--- src/rtl/swr_pkg.sv ---
package swr_pkg;

    // register byte addresses, one aligned word each
    localparam logic [7:0] ADDR_SLEEP_CMD   = 8'h00;
    localparam logic [7:0] ADDR_NORMAL_CMD  = 8'h04;
    localparam logic [7:0] ADDR_SLEEP_CFG   = 8'h08;
    localparam logic [7:0] ADDR_PIN_CFG     = 8'h0C;
    localparam logic [7:0] ADDR_SUPPLY_CTRL = 8'h10;
    localparam logic [7:0] ADDR_ANALOG_CTRL = 8'h14;
    localparam logic [7:0] ADDR_STATUS      = 8'h18;
    localparam logic [7:0] ADDR_MASK        = 8'h1C;
    localparam logic [7:0] ADDR_STATE       = 8'h20;

    localparam logic [1:0] RESP_OKAY   = 2'h0;
    localparam logic [1:0] RESP_SLVERR = 2'h2;

    // sleep configuration field
    localparam int SLP_REQ_BIT = 0;

    // supply_monitor_ctrl fields
    localparam int SUP_SUPERVISOR_EN = 0;
    localparam int SUP_RESET_OUT_EN  = 1;
    localparam int SUP_OSC32_EN      = 2;
    localparam int SUP_WAKE_EN       = 3;
    localparam logic [3:0] SUP_RST   = 4'hF;

    // analog shutdown controls, one enable per block
    localparam int AN_ADC    = 0;
    localparam int AN_CPUMP  = 1;
    localparam int AN_REF    = 2;
    localparam int AN_OPAMP  = 3;
    localparam int AN_DAC    = 4;
    localparam int AN_SWITCH = 5;
    localparam logic [5:0] ANALOG_RST = 6'h00;

    // pin configuration: fn [7:0], polarity [11:8], pullup [15:12], out [19:16]
    localparam int NUM_PINS   = 4;
    localparam int PC_POL_LSB = 8;
    localparam int PC_PU_LSB  = 12;
    localparam int PC_OUT_LSB = 16;
    localparam logic [19:0] PIN_CFG_RST = 20'h0_F000;

    // status and mask layout
    localparam int ST_LOW_SUPPLY = 0;
    localparam int ST_HF_LOCKED  = 1;
    localparam int ST_WAKE_PIN   = 2;
    localparam int ST_ALARM      = 3;
    localparam int ST_SLEEP_IN   = 4;
    localparam int NUM_EVT       = 5;
    localparam logic [4:0] STATUS_RST = 5'h00;
    localparam logic [4:0] MASK_RST   = 5'h1D;

    // clock-output start-up delay after the supervisor clears
    localparam int CLK_PERIOD_NS      = 10;
    localparam int STARTUP_TIMEOUT_US = 100;
    localparam int STARTUP_CYCLES_DEF =
        (STARTUP_TIMEOUT_US * 1000 + CLK_PERIOD_NS - 1) / CLK_PERIOD_NS;

    typedef enum logic [1:0] {PIN_INPUT, PIN_SLEEP, PIN_WAKE, PIN_OUTPUT} swr_pin_fn_t;
    typedef enum logic {MODE_NORMAL, MODE_SLEEP} swr_mode_t;

    typedef struct packed {
        logic dvdd_low;
        logic wdog_expired;
        logic xtal_attached;
        logic clk32_ready;
        logic hf_locked;
        logic day_alarm;
    } swr_async_t;

    typedef struct packed {
        logic adc;
        logic charge_pump;
        logic reference;
        logic opamp;
        logic dac;
        logic switches;
        logic supervisor;
        logic osc32;
        logic wake_logic;
    } swr_power_t;

    typedef struct packed {
        swr_async_t  async_s1;
        swr_async_t  async_s2;
        logic [3:0]  pin_s1;
        logic [3:0]  pin_s2;
        logic [3:0]  pin_act_prev;
        logic        alarm_prev;
        logic        hf_prev;
        logic        aw_have;
        logic [7:0]  aw_addr;
        logic        w_have;
        logic [31:0] wdata;
        logic [3:0]  wstrb;
        logic        awready;
        logic        wready;
        logic        bvalid;
        logic [1:0]  bresp;
        logic        arready;
        logic        rvalid;
        logic [31:0] rdata;
        logic [1:0]  rresp;
        logic [19:0] pin_cfg;
        logic [3:0]  supply_ctrl;
        logic [5:0]  analog_ctrl;
        logic [4:0]  status;
        logic [4:0]  mask;
        logic        shutdown_flag;
        logic        pin_sleep;
        swr_mode_t   mode;
        logic [31:0] start_cnt;
        logic        clocks_on;
        logic        reset_n;
        logic        irq;
        swr_power_t  power;
        logic [3:0]  pin_oe;
        logic [3:0]  pin_pullup;
        logic [3:0]  pin_out;
    } swr_state_t;

endpackage

--- src/rtl/swr_top.sv ---
// Design decisions made here: the address map and register access over AXI4-Lite.
`timescale 1ns/1ps
// Notes on behaviour
// - after reset supervisor is enabled, all user pins inputs with pullups on
// - clock outputs start only after supervisor clears and start-up delay expires
// - after reset every interrupt source masked except the clock-locked flag
// - converter, pump, reference, amplifiers, dac and switches come up disabled
// - sleep powers down all but interface, registers, bandgap, fast clock and enabled keep-alives
// - each analog block has its own shutdown enable; bandgap has none
// - write to the sleep command address sets shutdown flag and sleeps
// - pin sleep request sleeps without touching flag, beats writes and wake
// - writing sleep request bit as one sets shutdown flag and sleeps
// - sleep equals pin sleep request OR shutdown flag
// - with flag clear, releasing pin sleep returns to normal mode
// - normal command write clears flag when pin sleep is released
// - wake pin or day alarm leaves sleep when pin sleep is released
// - wake event in normal mode only sets a status bit
// - reset output low on por, monitor trip, watchdog, crystal, slow clock unready
// - with reset output disabled, low supply only raises the status flag
// - reset output enable one lets the detector pull reset; default one
module swr_top
    import swr_pkg::*;
#(
    parameter int unsigned STARTUP_CYCLES = STARTUP_CYCLES_DEF
)(
    input  wire logic        clock,
    input  wire logic        sys_rst,
    input  wire logic [7:0]  s_axi_awaddr,
    input  wire logic        s_axi_awvalid,
    output logic             s_axi_awready,
    input  wire logic [31:0] s_axi_wdata,
    input  wire logic [3:0]  s_axi_wstrb,
    input  wire logic        s_axi_wvalid,
    output logic             s_axi_wready,
    output logic [1:0]       s_axi_bresp,
    output logic             s_axi_bvalid,
    input  wire logic        s_axi_bready,
    input  wire logic [7:0]  s_axi_araddr,
    input  wire logic        s_axi_arvalid,
    output logic             s_axi_arready,
    output logic [31:0]      s_axi_rdata,
    output logic [1:0]       s_axi_rresp,
    output logic             s_axi_rvalid,
    input  wire logic        s_axi_rready,
    input  wire swr_async_t  async_in,
    input  wire logic [3:0]  user_pin_in,
    output logic [3:0]       user_pin_out,
    output logic [3:0]       user_pin_oe,
    output logic [3:0]       user_pin_pullup,
    output logic             fast_clock_en,
    output logic             slow_clock_out_en,
    output swr_power_t       power,
    output logic             reset_out_n,
    output logic             irq
);

    // a zero delay would wrap the terminal count to all ones and hold the clocks off for 2^32 cycles
    if (STARTUP_CYCLES < 1)
    begin : g_bad_startup
        $error("STARTUP_CYCLES must be at least one");
    end

    swr_state_t  s_reg;
    swr_state_t  s_next;
    logic        wr_fire;
    logic        wr_sleep;
    logic        wr_normal;
    logic [7:0]  wr_addr;
    logic [31:0] wr_bits;
    logic [4:0]  st_clr;
    logic [4:0]  evt;
    logic [3:0]  pin_act;
    logic [3:0]  wake_rise;
    logic        pin_sleep_c;
    logic        wake_evt;
    logic        sup_en;
    logic        low_seen;
    logic        shut_c;
    logic [31:0] rd_data;
    logic [1:0]  rd_resp;
    logic [7:0]  rd_addr;
    logic [31:0] mg_pin;
    logic [31:0] mg_sup;
    logic [31:0] mg_an;
    logic [31:0] mg_mask;

    // byte-lane merge for partial writes
    function automatic logic [31:0] merge_bytes(
        input logic [31:0] old_val,
        input logic [31:0] new_val,
        input logic [3:0]  strb
    );
        logic [31:0] res;
        res = old_val;
        for (int i = 0; i < 4; i++)
        begin
            if (strb[i])
            begin
                res[8*i +: 8] = new_val[8*i +: 8];
            end
        end
        return res;
    endfunction

    // read mux, word aligned, unmapped answers slverr
    always_comb
    begin
        rd_addr = {s_axi_araddr[7:2], 2'b00};
        rd_data = 32'h0000_0000;
        rd_resp = RESP_OKAY;
        unique case (rd_addr)
            ADDR_SLEEP_CMD,
            ADDR_NORMAL_CMD:  rd_data = 32'h0000_0000;
            ADDR_SLEEP_CFG:   rd_data = {31'h0000_0000, s_reg.shutdown_flag};
            ADDR_PIN_CFG:     rd_data = {12'h000, s_reg.pin_cfg};
            ADDR_SUPPLY_CTRL: rd_data = {28'h000_0000, s_reg.supply_ctrl};
            ADDR_ANALOG_CTRL: rd_data = {26'h000_0000, s_reg.analog_ctrl};
            ADDR_STATUS:      rd_data = {27'h000_0000, s_reg.status};
            ADDR_MASK:        rd_data = {27'h000_0000, s_reg.mask};
            ADDR_STATE:       rd_data = {27'h000_0000, s_reg.reset_n, s_reg.clocks_on,
                                         s_reg.pin_sleep, s_reg.shutdown_flag,
                                         s_reg.mode == MODE_SLEEP};
            default:          rd_resp = RESP_SLVERR;
        endcase
    end

    // all next-state logic
    always_comb
    begin
        s_next    = s_reg;
        wr_sleep  = 1'b0;
        wr_normal = 1'b0;
        st_clr    = 5'h00;
        wr_addr   = {s_reg.aw_addr[7:2], 2'b00};
        wr_bits   = merge_bytes(32'h0000_0000, s_reg.wdata, s_reg.wstrb);
        wr_fire   = s_reg.aw_have && s_reg.w_have && !s_reg.bvalid;
        // merged register words; a call result cannot be sliced directly
        mg_pin    = merge_bytes({12'h000, s_reg.pin_cfg}, s_reg.wdata, s_reg.wstrb);
        mg_sup    = merge_bytes({28'h000_0000, s_reg.supply_ctrl}, s_reg.wdata, s_reg.wstrb);
        mg_an     = merge_bytes({26'h000_0000, s_reg.analog_ctrl}, s_reg.wdata, s_reg.wstrb);
        mg_mask   = merge_bytes({27'h000_0000, s_reg.mask}, s_reg.wdata, s_reg.wstrb);

        // two-flop synchronisers; only stage two is looked at
        s_next.async_s1 = async_in;
        s_next.async_s2 = s_reg.async_s1;
        s_next.pin_s1   = user_pin_in;
        s_next.pin_s2   = s_reg.pin_s1;

        // pin function decode, either polarity via the polarity bit
        pin_act     = s_reg.pin_s2 ^ s_reg.pin_cfg[PC_POL_LSB +: NUM_PINS];
        pin_sleep_c = 1'b0;
        wake_rise   = 4'h0;
        for (int p = 0; p < NUM_PINS; p++)
        begin
            if (swr_pin_fn_t'(s_reg.pin_cfg[2*p +: 2]) == PIN_SLEEP)
            begin
                pin_sleep_c = pin_sleep_c | pin_act[p];
            end
            if (swr_pin_fn_t'(s_reg.pin_cfg[2*p +: 2]) == PIN_WAKE)
            begin
                wake_rise[p] = pin_act[p] & ~s_reg.pin_act_prev[p];
            end
        end
        s_next.pin_act_prev = pin_act;
        s_next.alarm_prev   = s_reg.async_s2.day_alarm;
        s_next.hf_prev      = s_reg.async_s2.hf_locked;

        // write address and data taken independently, in either order
        if (s_reg.awready && s_axi_awvalid)
        begin
            s_next.aw_have = 1'b1;
            s_next.aw_addr = s_axi_awaddr;
        end
        if (s_reg.wready && s_axi_wvalid)
        begin
            s_next.w_have = 1'b1;
            s_next.wdata  = s_axi_wdata;
            s_next.wstrb  = s_axi_wstrb;
        end
        if (s_reg.bvalid && s_axi_bready)
        begin
            s_next.bvalid = 1'b0;
        end
        if (wr_fire)
        begin
            s_next.aw_have = 1'b0;
            s_next.w_have  = 1'b0;
            s_next.bvalid  = 1'b1;
            s_next.bresp   = RESP_OKAY;
            unique case (wr_addr)
                ADDR_SLEEP_CMD:   wr_sleep = 1'b1;
                ADDR_NORMAL_CMD:  wr_normal = 1'b1;
                ADDR_SLEEP_CFG:   wr_sleep = wr_bits[SLP_REQ_BIT];
                ADDR_PIN_CFG:     s_next.pin_cfg = mg_pin[19:0];
                ADDR_SUPPLY_CTRL: s_next.supply_ctrl = mg_sup[3:0];
                ADDR_ANALOG_CTRL: s_next.analog_ctrl = mg_an[5:0];
                ADDR_STATUS:      st_clr = wr_bits[4:0];
                ADDR_MASK:        s_next.mask = mg_mask[4:0];
                ADDR_STATE:       s_next.bresp = RESP_OKAY;
                default:          s_next.bresp = RESP_SLVERR;
            endcase
        end
        // one write in flight: hold both readies low until the response is taken
        s_next.awready = !s_next.aw_have && !s_next.bvalid;
        s_next.wready  = !s_next.w_have && !s_next.bvalid;

        // read channel, data captured on the address handshake
        if (s_reg.rvalid && s_axi_rready)
        begin
            s_next.rvalid = 1'b0;
        end
        if (s_reg.arready && s_axi_arvalid)
        begin
            s_next.rvalid = 1'b1;
            s_next.rdata  = rd_data;
            s_next.rresp  = rd_resp;
        end
        s_next.arready = !s_next.rvalid;

        // shutdown flag: wake clears, command clears, sleep writes set last
        sup_en   = s_reg.supply_ctrl[SUP_SUPERVISOR_EN];
        wake_evt = ((|wake_rise) && s_reg.supply_ctrl[SUP_WAKE_EN])
                   || (s_reg.async_s2.day_alarm && !s_reg.alarm_prev);
        shut_c   = s_reg.shutdown_flag;
        if (wake_evt && s_reg.mode == MODE_SLEEP && !pin_sleep_c)
        begin
            shut_c = 1'b0;
        end
        if (wr_normal && !pin_sleep_c)
        begin
            shut_c = 1'b0;
        end
        if (wr_sleep)
        begin
            shut_c = 1'b1;
        end
        s_next.shutdown_flag = shut_c;
        s_next.pin_sleep     = pin_sleep_c;
        // pin release with flag clear falls back to normal here
        s_next.mode = (pin_sleep_c || shut_c) ? MODE_SLEEP : MODE_NORMAL;

        // sticky events; a set in the clearing cycle survives
        low_seen = s_reg.async_s2.dvdd_low && sup_en;
        evt = 5'h00;
        evt[ST_LOW_SUPPLY] = low_seen;
        evt[ST_HF_LOCKED]  = s_reg.async_s2.hf_locked && !s_reg.hf_prev;
        evt[ST_WAKE_PIN]   = |wake_rise;
        evt[ST_ALARM]      = s_reg.async_s2.day_alarm && !s_reg.alarm_prev;
        evt[ST_SLEEP_IN]   = (s_next.mode == MODE_SLEEP) && (s_reg.mode == MODE_NORMAL);
        s_next.status = (s_reg.status & ~st_clr) | evt;
        s_next.irq    = |(s_next.status & ~s_next.mask);

        // reset output; detector path gated by the enable
        s_next.reset_n = !((low_seen && s_reg.supply_ctrl[SUP_RESET_OUT_EN])
                           || s_reg.async_s2.wdog_expired
                           || s_reg.async_s2.xtal_attached
                           || !s_reg.async_s2.clk32_ready);

        // start-up delay restarts while the supervisor is tripped
        if (!s_reg.clocks_on)
        begin
            if (low_seen)
            begin
                s_next.start_cnt = 32'h0000_0000;
            end
            else if (s_reg.start_cnt == 32'(STARTUP_CYCLES - 1))
            begin
                s_next.clocks_on = 1'b1;
            end
            else
            begin
                s_next.start_cnt = s_reg.start_cnt + 32'h0000_0001;
            end
        end

        // block power: analog follows its enable, all off in sleep
        unique case (s_next.mode)
            MODE_SLEEP:
            begin
                s_next.power.adc         = 1'b0;
                s_next.power.charge_pump = 1'b0;
                s_next.power.reference   = 1'b0;
                s_next.power.opamp       = 1'b0;
                s_next.power.dac         = 1'b0;
                s_next.power.switches    = 1'b0;
            end
            MODE_NORMAL:
            begin
                s_next.power.adc         = s_next.analog_ctrl[AN_ADC];
                s_next.power.charge_pump = s_next.analog_ctrl[AN_CPUMP];
                s_next.power.reference   = s_next.analog_ctrl[AN_REF];
                s_next.power.opamp       = s_next.analog_ctrl[AN_OPAMP];
                s_next.power.dac         = s_next.analog_ctrl[AN_DAC];
                s_next.power.switches    = s_next.analog_ctrl[AN_SWITCH];
            end
        endcase
        // keep-alive blocks stay up in sleep when enabled
        s_next.power.supervisor = s_next.supply_ctrl[SUP_SUPERVISOR_EN];
        s_next.power.osc32      = s_next.supply_ctrl[SUP_OSC32_EN];
        s_next.power.wake_logic = s_next.supply_ctrl[SUP_WAKE_EN];

        // user pin drivers
        for (int p = 0; p < NUM_PINS; p++)
        begin
            s_next.pin_oe[p] = swr_pin_fn_t'(s_next.pin_cfg[2*p +: 2]) == PIN_OUTPUT;
            s_next.pin_pullup[p] = s_next.pin_cfg[PC_PU_LSB + p] && !s_next.pin_oe[p];
            s_next.pin_out[p] = s_next.pin_cfg[PC_OUT_LSB + p];
        end
    end

    // state register; reset gives power-on defaults
    always_ff @(posedge clock)
    begin
        if (sys_rst)
        begin
            // sync stages clear to not-ready so reset_out_n cannot blip high
            s_reg             <= '0;
            s_reg.pin_cfg     <= PIN_CFG_RST;
            s_reg.pin_pullup  <= 4'hF;
            s_reg.supply_ctrl <= SUP_RST;
            s_reg.analog_ctrl <= ANALOG_RST;
            s_reg.status      <= STATUS_RST;
            s_reg.mask        <= MASK_RST;
            s_reg.power.supervisor <= 1'b1;
            s_reg.power.osc32      <= 1'b1;
            s_reg.power.wake_logic <= 1'b1;
            s_reg.mode        <= MODE_NORMAL;
            s_reg.reset_n     <= 1'b0;
        end
        else
        begin
            s_reg <= s_next;
        end
    end

    // outputs straight from the state register; slow clock enable ANDs clocks_on with the osc32 enable
    assign s_axi_awready     = s_reg.awready;
    assign s_axi_wready      = s_reg.wready;
    assign s_axi_bvalid      = s_reg.bvalid;
    assign s_axi_bresp       = s_reg.bresp;
    assign s_axi_arready     = s_reg.arready;
    assign s_axi_rvalid      = s_reg.rvalid;
    assign s_axi_rdata       = s_reg.rdata;
    assign s_axi_rresp       = s_reg.rresp;
    assign user_pin_out      = s_reg.pin_out;
    assign user_pin_oe       = s_reg.pin_oe;
    assign user_pin_pullup   = s_reg.pin_pullup;
    assign fast_clock_en     = s_reg.clocks_on;
    assign slow_clock_out_en = s_reg.clocks_on && s_reg.supply_ctrl[SUP_OSC32_EN];
    assign power             = s_reg.power;
    assign reset_out_n       = s_reg.reset_n;
    assign irq               = s_reg.irq;
endmodule

--- config.mk ---
export PLATFORM = sky130hd
export DESIGN_NAME = swr_top
export DESIGN_NICKNAME = d
export VERILOG_FILES = /design/src/rtl/swr_pkg.sv /design/src/rtl/swr_top.sv
export SDC_FILE = /design/constraint.sdc
export NUM_CORES = 1
export LEC_CHECK = 0
export BUFFER_PORTS_ARGS = -buffer_cell sky130_fd_sc_hd__buf_2
export CAP_MARGIN = 20
export CORE_MARGIN = 2
export CORE_UTILIZATION = 59
export CTS_BUF_LIST = sky130_fd_sc_hd__clkbuf_16
export DETAILED_ROUTE_END_ITERATION = 16
export GPL_ROUTABILITY_DRIVEN = 0
export PLACE_DENSITY = 0.84
export SLEW_MARGIN = 15
export SYNTH_ARGS = -nofsm -noshare
export SYNTH_HDL_FRONTEND = slang
export SYNTH_SLANG_ARGS = --single-unit
--- constraint.sdc ---
create_clock -name clock -period 5.63 [get_ports clock]
set_input_delay 0.2815 -clock clock [delete_from_list [all_inputs] [get_ports clock]]
set_output_delay 0.2815 -clock clock [all_outputs]
set_load 0.05 [all_outputs]
==> flow_metrics.tcl, run 1 <==
set metrics [dict create \
    die_w_um 114 \
    p_leak_nw 3.14 \
    ctsRootBufferMaster "clkbuf_16" \
    cts.reportedPaths.clkPinSlew_ps 60 \
    synth_edf_count 0 \
    drt_pass1_iterations 5 \
    irDropWorstVdd_v 0.000226 \
    cts_htree_levels 4 \
    syn_area_mm2 0.00719 \
    antenna_cells 0 \
    synth_cells 830 \
    max_slew_margin_pct 42.2 \
    insertion_delay_ps 430 \
    postLayoutCoreUtil_pct 66.3 \
    final_hold_viol_count 0 \
    hold_path.class "in -> reg" \
    maxCapViolCount 0 \
    p_per_area_mw_per_mm2 318 \
    slew_viol_final 0 \
    grt_pass1_wl_um 24200 \
    arrival_ps 2790 \
    drc_errors 0 \
    cp-end-kind "register" \
    min_period_ps 2490 \
    grt_max_degree 86 \
    finalNetCount 941 \
    yosysWarnings 0 \
    area_growth_pct 10.3 \
    setup_tns_ps 0 \
    grt_overflow 0 \
    fin_skew_ps 7.12 \
    worst_path_largest_cell_delay_ps 670 \
    synth.largest_area_cell "dfxtp_1" \
    fp.coreArea_mm2 0.0120 \
    die-area_mm2 0.0131 \
    grt_util_all_layers_pct 23.4 \
    cts_inserted_buffers 17 \
    drt_iter0_drc 526 \
    path_cells "or4b_4, nor4_1, nand2_1, a21oi_1, o221ai_1, o21bai_1" \
    grt_pass1_vias 5091 \
    cp_max_fo 6 \
    crit_slowest_cell "nor4_1" \
    post_cts_buffers 0 \
    period_share_pct 44.3 \
    cts.repair.resized 0 \
    worst_slew_pin_slew_ps 867 \
    cts_tree "built" \
    status "finished, final reports clean" \
    drt_wl_total_um 15100 \
    die-height_um 114 \
    crit_type "reg -> reg" \
    r2r_cells 6 \
    postCtsHoldBufs 0 \
    post-dp-hpwl_um 10500 \
    wl_per_cell_um 14.7 \
    via_count 5699 \
    fmax_mhz 401 \
    largest_reg_flops 120 \
    layout-drive-gt1-share_pct 17.0 \
    async_reset_ff_share_pct 0 \
    ant_nets 0 \
    rows 40 \
    ios 135 \
    cts.path.max_buffers 2 \
    yosysSeqAreaShare_pct 49.0 \
    port_buffers 103 \
    grt_setup_unrepaired "no" \
    whs_ps 58.6 \
    synth_seq_cells 176 \
    grt_antenna_before_repair 0 \
    synthFlopType "dfxtp_1" \
    avgViaCountPerCell 5.53 \
    start_util_pct 60.1 \
    clock_sinks 176 \
    cp_data_required_time_ps 5930 \
    cp-start-kind "register" \
    yosysTopAreaCellShare_pct 49.0 \
    synth.top_cells.by_area "dfxtp_1 49%, nand2_1 6.9%, buf_4 6.0%, a21oi_1 5.6%, nor2_1 4.1%" \
    yosysUniqueCellTypes 50 \
    setup_viol 0 \
    avgSynthCellArea_um2 8.66 \
    hold_path_depth 2 \
]
[synthesized netlist by cell type, types with 2 or more instances]
cell      count
mux2_2        3
nor4_2        2
and2_1       10
buf_4        57
nand2_1     132
nand2b_1      5
clkbuf_1     26
nor2b_1      30
a31oi_1       5
xor2_1       13
nor4b_1       6
nand4_1       9
a41oi_1       2
and3_1        3
buf_1        13
nand3_1      53
and4_1        3
mux2i_1      20
a21oi_1      80
mux4_2        3
inv_1         8
a32oi_1       5
o211ai_1      2
o21ai_0       9
a22oi_1       8
dfxtp_1     176
xnor2_1      19
nor4_1       10
nor2_1       78
nor3_1       14
or3_1         3
nor3b_1       5
[stage by stage]
stage / worst slack, ps / cells / instance area (µm²) / power (mW)
global route: 3090 / 1031 / 7930 / 2.61
detailed placement: 3020 / 998 / 7370 / 1.47
global placement: 3090 / 998 / 7370 / 1.47
finish: 3140 / 1031 / 7930 / 2.52
floorplan: 3560 / 843 / 7240 / 1.43
CTS: 3040 / 1030 / 7910 / 2.54
[logic make-up (layout without fill, tap and decap cells)]
family | after synthesis | in the layout | synth area share, %
AO/OA/AOI/OAI | 116 | 116 | 9.11
XOR/XNOR | 32 | 32 | 3.90
adder cells (fa/ha/maj) | 1 | 1 | 0.174
buffers and inverters | 107 | 148 | 8.69
flip-flops | 176 | 176 | 49.0
multiplexers | 26 | 26 | 4.20
other | 1 | 14 | 0.0522
AND/OR/NAND/NOR | 371 | 371 | 24.9
[metal layers]
layer / wire, µm / up-vias / GRT usage (%)
met2: 7040 / 232 / 37.0
met4: 214 / 0 / 6.99
li1: - / 2826 / -
met5: 0 / - / 0
met1: 6910 / 2619 / 31.7
met3: 945 / 22 / 6.03
[path summary, 6_finish.rpt]
kind | startpoint | end | slack, ps
max | s_reg[182]$_SDFFE_PP0P_ | irq$_SDFF_PP0_ | 3140
max reg2reg | s_reg[182]$_SDFFE_PP0P_ | irq$_SDFF_PP0_ | 3140
min | user_pin_in[3] | s_next[195]$_SDFF_PP0_ | 60
min reg2reg | s_next[200]$_SDFF_PP0_ | s_next[187]$_SDFF_PP0_ | 430
[power by group]
part	total (mW)	internal [mW]	switching, mW
Clock	1.08	0.605	0.475
Combinational	0.149	0.0461	0.103
Sequential	1.29	1.27	0.0228
Total	2.52	1.92	0.601
[worst max-delay path, delay by kind of cell, from the launching register on]
family,cells,cell delay [ps]
and+or+nand+nor,3,1440
AOI/OAI and AO/OA,3,580
DFF,1,350
[layout by cell type, fill, tap and decap left out, types with 13 or more instances in the layout]
cell       Yosys  routed
buf_2          1     102
nand2_1      132     132
conb_1         1      14
nor3_1        14      13
xnor2_1       19      19
dfxtp_1      176     176
mux2i_1       20      20
a21oi_1       80      80
nor2_1        78      78
clkbuf_16      0      17
nor2b_1       30      30
nand3_1       53      53
xor2_1        13      13
[cell type report]
type                    instances  area (µm²)
fillers                      1004        4040
flip-flops and latches        176        3520
multi-input cells             560        3090
repair buffers                107         548
clock buffers                  17         425
well taps                     147         184
clock inverters                15         118
inverters                       9        33.8
No activity file was read; power rests on OpenSTA's default activity.
==> inputs of run 2 (changes only) <==
- CORE_UTILIZATION: 59 -> 55
- PLACE_DENSITY: 0.84 -> 0.79
- clock period: 5.63 -> 2.3 ns (I/O delays scaled with it)
==> run 2 against run 1 <==
Sequential share of layout area shrank 3.5 points. Critical path depth unchanged. Design area increased by 8.5%. Largest cell class unchanged. Sequential power increased by 150%. Power increased to 2.6 times the previous value. Final cell count grew 8.6%. Register-to-register slack got worse by 3000 ps. Clock skew increased by 1.8 ps. Fmax up 15%.
==> flow_metrics.tcl, run 2 (synthesis gave the netlist of run 1 again) <==
set metrics [dict create \
    grt_pass1_vias 5635 \
    avgViaCountPerCell 5.36 \
    status "finished, final reports clean" \
    top_usage_layer "met2" \
    timing.rr.start "s_reg[182]$_SDFFE_PP0P_" \
    max_slew_margin_pct 47.0 \
    min_period_ps 2170 \
    worst_slew_pin_slew_ps 792 \
    crit_buf_inv 0 \
    cp_data_required_time_ps 2650 \
    hold_path.class "in -> reg" \
    ios 135 \
    crit_type "reg -> reg" \
    die_w_um 118 \
    grt_max_degree 65 \
    cts_tree "built" \
    postLayoutCoreUtil_pct 67.9 \
    slew_viol_final 0 \
    grt_antenna_before_repair 0 \
    grt_setup_unrepaired "no" \
    irDropWorstVdd_v 0.000632 \
    p_per_area_mw_per_mm2 757 \
    port_buffers 103 \
    insertion_delay_ps 430 \
    largest_reg_flops 120 \
    drt_pass1_iterations 5 \
    cts.path.max_buffers 2 \
    crit_start "s_reg[182]$_SDFFE_PP0P_" \
    post_cts_buffers 0 \
    wl_per_cell_um 14.9 \
    start_util_pct 56.7 \
    post-dp-hpwl_um 10900 \
    cp-end-kind "register" \
    clock_sinks 176 \
    period_share_pct 94.5 \
    totalPowerFinal_mw 6.51 \
    layout_commonest_cell "dfxtp_1" \
    die-area_mm2 0.0140 \
    p_sw_mw 1.52 \
    setup_viol 0 \
    p_int_mw 4.98 \
    finalNetCount 1006 \
    ant_nets 0 \
    cp-start-kind "register" \
    cts.reportedPaths.clkPinSlew_ps 60 \
    grt_overflow 0 \
    area_growth_pct 19.6 \
    p_leak_nw 3.45 \
    fin_skew_ps 8.92 \
    p_sw_share_pct 23.4 \
    grt_util_met1_pct 30.7 \
    cp_max_fo 7 \
    mostFrequentLayoutCells "175 x dfxtp_1, 132 x nand2_1, 102 x buf_2, 80 x a21oi_1, 78 x nor2_1" \
    maxCapViolCount 0 \
    grt_util_met3_pct 5.21 \
    drt_iter0_drc 677 \
    ctsRootBufferMaster "clkbuf_16" \
    grt_pass1_wl_um 27000 \
    layout-drive-gt1-share_pct 17.9 \
    combPwrFrac_pct 6.8 \
    worst_path_largest_cell_delay_ps 590 \
    cts_inserted_buffers 17 \
    pwr-share-clk_pct 44.5 \
    setup_tns_ps 0 \
    die-height_um 118 \
    antenna_cells 0 \
    cts_htree_levels 4 \
    arrival_ps 2530 \
    drt_wl_total_um 16700 \
    hp-start "s_axi_awvalid" \
    via_count 6000 \
    drc_errors 0 \
    final_hold_viol_count 0 \
    grt_util_all_layers_pct 23.9 \
    fp.coreArea_mm2 0.0127 \
    use_met2_pct 39.3 \
    path_cells "or4b_4, or4_4, mux2i_1, nand2_1, o221ai_1, o21bai_1" \
    cp_top_family "simple AND/OR/NAND/NOR gates" \
    crit_slowest_cell "or4b_4" \
    fmax_mhz 460 \
    rows 41 \
    power_frac_seq_pct 48.7 \
]
## run 2: cell types whose count changed in the layout (fill, tap and decap cells not counted), sizes merged
cell	before	now
clkinv	9	5
dlygate4sd3	0	45
clkinvlp	1	2
bufinv	1	3
buf	106	127
clkbuf	18	17
## run 2: power groups by stage
stage                     Combinational [mW]  Sequential, mW  Clock (mW)
after CTS                              0.437            3.17        2.92
after floorplan                        0.274            3.24           0
after global routing                   0.482            3.17        3.06
final                                  0.443            3.17        2.90
after global placement                 0.371            3.23           0
after detailed placement               0.378            3.23           0
## run 2: metal layers
metal	routed length, µm	vias up
li1	-	2962
met4	339	0
met1	7370	2800
met3	904	30
met2	8060	208
met5	0	-
## run 2: through the flow
stage          worst slack (ps)  cells  hold WS, ps  instance area (µm²)
2_1_floorplan               231    843          243                 7240
3_3_place_gp                207   1044          321                 7560
3_5_place_dp                136   1044          327                 7560
4_1_cts                     123   1120         5.26                 8600
5_1_grt                    2.69   1120         25.8                 8600
6_report                    127   1120         11.9                 8600
## run 2: repair_timing
item                       4_1_cts  5_1_grt
setup endpoints to repair        0        1
hold buffers                    45        0
resized for setup                0        1
hold endpoints to repair        49        0
## run 2: worst min-delay path: stages
cell     delay, ps
buf_2          150
nand3_1         90
a21oi_1         50
## run 2: final timing paths
check             cells after the start                      end  slack (ps)
hold reg to reg                       1    s_reg[204]$_SDFF_PP0_         440
hold / removal                        3  s_reg[180]$_SDFFE_PP0P_          10
setup reg to reg                      6           irq$_SDFF_PP0_         130
setup / recovery                      6           irq$_SDFF_PP0_         130
## run 2: final cells by class
type                    instances  area, µm²
fillers                      1032       4070
flip-flops and latches        176       3520
multi-input cells             560       3090
repair buffers                172       1150
clock buffers                  17        425
well taps                     172        215
clock inverters                14        163
inverters                       9       33.8
==> inputs of run 3 (changes only) <==
- CORE_UTILIZATION: 55 -> 59
- PLACE_DENSITY: 0.79 -> 0.84
- clock period: 2.3 -> 2.8 ns (I/O delays scaled with it)
==> run 3 against run 2 <==
Die area decreased by 6.5%. Sequential cell count unchanged. Via count decreased by 0.58%. Register-to-register slack improved by 410 ps. Highest routed layer unchanged.
==> flow_metrics.tcl, run 3 (synthesis gave the netlist of run 1 again) <==
set metrics [dict create \
    cts.reportedPaths.clkPinSlew_ps 60 \
    postLayoutCoreUtil_pct 70.1 \
    post-dp-hpwl_um 10600 \
    grt_pass1_wl_um 26400 \
    grt_antenna_before_repair 0 \
    fin_ws_ps 534 \
    die-area_mm2 0.0131 \
    avgViaCountPerCell 5.53 \
    crit_type "reg -> reg" \
    setup_viol 0 \
    cp-start-kind "register" \
    drc_errors 0 \
    worst_slew_pin_slew_ps 888 \
    grt_setup_unrepaired "no" \
    cp-end-kind "register" \
    crit_slowest_cell "nor4_1" \
    maxCapViolCount 0 \
    ios 135 \
    cp_data_required_time_ps 3110 \
    drt_iter0_drc 557 \
    insertion_delay_ps 430 \
    via_count 5965 \
    p_per_area_mw_per_mm2 619 \
    worst_path_largest_cell_delay_ps 560 \
    p_leak_nw 3.35 \
    antenna_cells 0 \
    setup_tns_ps 0 \
    layout_commonest_cell "dfxtp_1" \
    final_hold_viol_count 0 \
    period_share_pct 80.9 \
    start_util_pct 60.1 \
    die-height_um 114 \
    irDropWorstVdd_v 0.000527 \
    cts_inserted_buffers 17 \
    layout-drive-gt1-share_pct 16.6 \
    r2r_cells 6 \
    drt_pass1_iterations 7 \
    grt_max_degree 55 \
    clock_sinks 176 \
    drt_wl_total_um 16400 \
    wl_per_cell_um 15.2 \
    pre_cts_ws_ps 557 \
    grt_util_all_layers_pct 25.8 \
    status "finished, final reports clean" \
    cts_tree "built" \
    mostFrequentLayoutCells "176 x dfxtp_1, 132 x nand2_1, 102 x buf_2, 80 x a21oi_1, 78 x nor2_1" \
    finalNetCount 988 \
    arrival_ps 2580 \
    min_period_ps 2270 \
    hold_path_depth 4 \
    cts.repair.resized 0 \
    crit_buf_inv 0 \
    cts.path.max_buffers 2 \
    cp_max_fo 6 \
    grt_overflow 0 \
    min_to "s_axi_bvalid$_SDFF_PP0_" \
    largest_reg_flops 120 \
    slew_viol_final 0 \
    cts_htree_levels 4 \
    fp.coreArea_mm2 0.0120 \
    fin_skew_ps 6.57 \
    die_w_um 114 \
    area_growth_pct 16.6 \
    path_cells "or4b_4, nor4_1, nand2_1, a21oi_1, o221ai_1, o21bai_1" \
    ant_nets 0 \
    r2r-end "irq$_SDFF_PP0_" \
    cp_top_family "simple AND/OR/NAND/NOR gates" \
    fmax_mhz 441 \
    timing.rr.start "s_reg[180]$_SDFFE_PP0P_" \
    port_buffers 103 \
    rows 40 \
    rrSetupSlack_ps 530 \
    ctsRootBufferMaster "clkbuf_16" \
    max_slew_margin_pct 40.8 \
    hold_path.class "in -> reg" \
    hp-start "s_axi_bready" \
    grt_pass1_vias 5405 \
]
[run 3: changes by cell type in the layout (fill, tap and decap cells not counted)]
cell,previous run,this run
buf_4,25,13
bufinv_16,3,2
dlygate4sd3_1,45,39
dfxtp_2,1,0
dfxtp_1,175,176
inv_1,9,12
clkinvlp_4,2,3
inv_6,4,1
clkinv_2,3,4
[run 3: area by class of cell]
class / count / area (µm²)
Inverter: 9 / 33.8
Clock buffer: 17 / 425
Clock inverter: 15 / 130
Sequential cell: 176 / 3520
Multi-Input combinational cell: 560 / 3090
Tap cell: 147 / 184
Fill cell: 894 / 3580
Timing Repair Buffer: 154 / 998
[run 3: layer usage]
metal / up-vias / wire length (µm) / part of all wire, % / global-route usage, %
met2: 218 / 7950 / 49 / 42.2
met1: 2804 / 7270 / 44 / 33.2
met5: - / 0 / 0 / 0
li1: 2922 / - / - / -
met4: 0 / 272 / 1.7 / 9.84
met3: 21 / 896 / 5.5 / 6.25
[run 3: timing repair]
action,4_1_cts,5_1_grt
buffers inserted,0,0
hold endpoints to repair,39,0
hold buffers,39,0
[run 3: worst register-to-register path, stage by stage, from the launching register on]
cell and delay, ps:
dfxtp_1 400, or4b_4 530, nor4_1 560, nand2_1 110, a21oi_1 230, o221ai_1 140
o21bai_1 160
[run 3: how the worst max path moves through the flow]
stage / from / endpoint / slack [ps] / cells after the start
after floorplan: s_reg[182]$_SDFFE_PP0P_ / irq$_SDFF_PP0_ / 730 / 7
after global placement: s_reg[182]$_SDFFE_PP0P_ / irq$_SDFF_PP0_ / 610 / 6
after detailed placement: s_reg[180]$_SDFFE_PP0P_ / irq$_SDFF_PP0_ / 560 / 6
after CTS: s_reg[180]$_SDFFE_PP0P_ / irq$_SDFF_PP0_ / 540 / 6
after global routing: s_reg[180]$_SDFFE_PP0P_ / irq$_SDFF_PP0_ / 390 / 6
final: s_reg[180]$_SDFFE_PP0P_ / irq$_SDFF_PP0_ / 530 / 6
[run 3: metrics by stage]
stage               cells  total power, mW  instance area (µm²)  hold slack [ps]
global placement     1007             2.95                 7440              349
global route         1078             5.37                 8380             20.1
finish               1078             5.19                 8380             8.93
floorplan             843             2.88                 7240              268
CTS                  1078             5.20                 8380             5.14
detailed placement   1007             2.96                 7440              352
[run 3: where the power goes]
part / internal (mW) / switching (mW) / leakage (nW) / total (mW)
clock: 1.29 / 0.946 / 0.281 / 2.24
sequential: 2.56 / 0.0458 / 1.43 / 2.60
combinational: 0.130 / 0.222 / 1.64 / 0.352
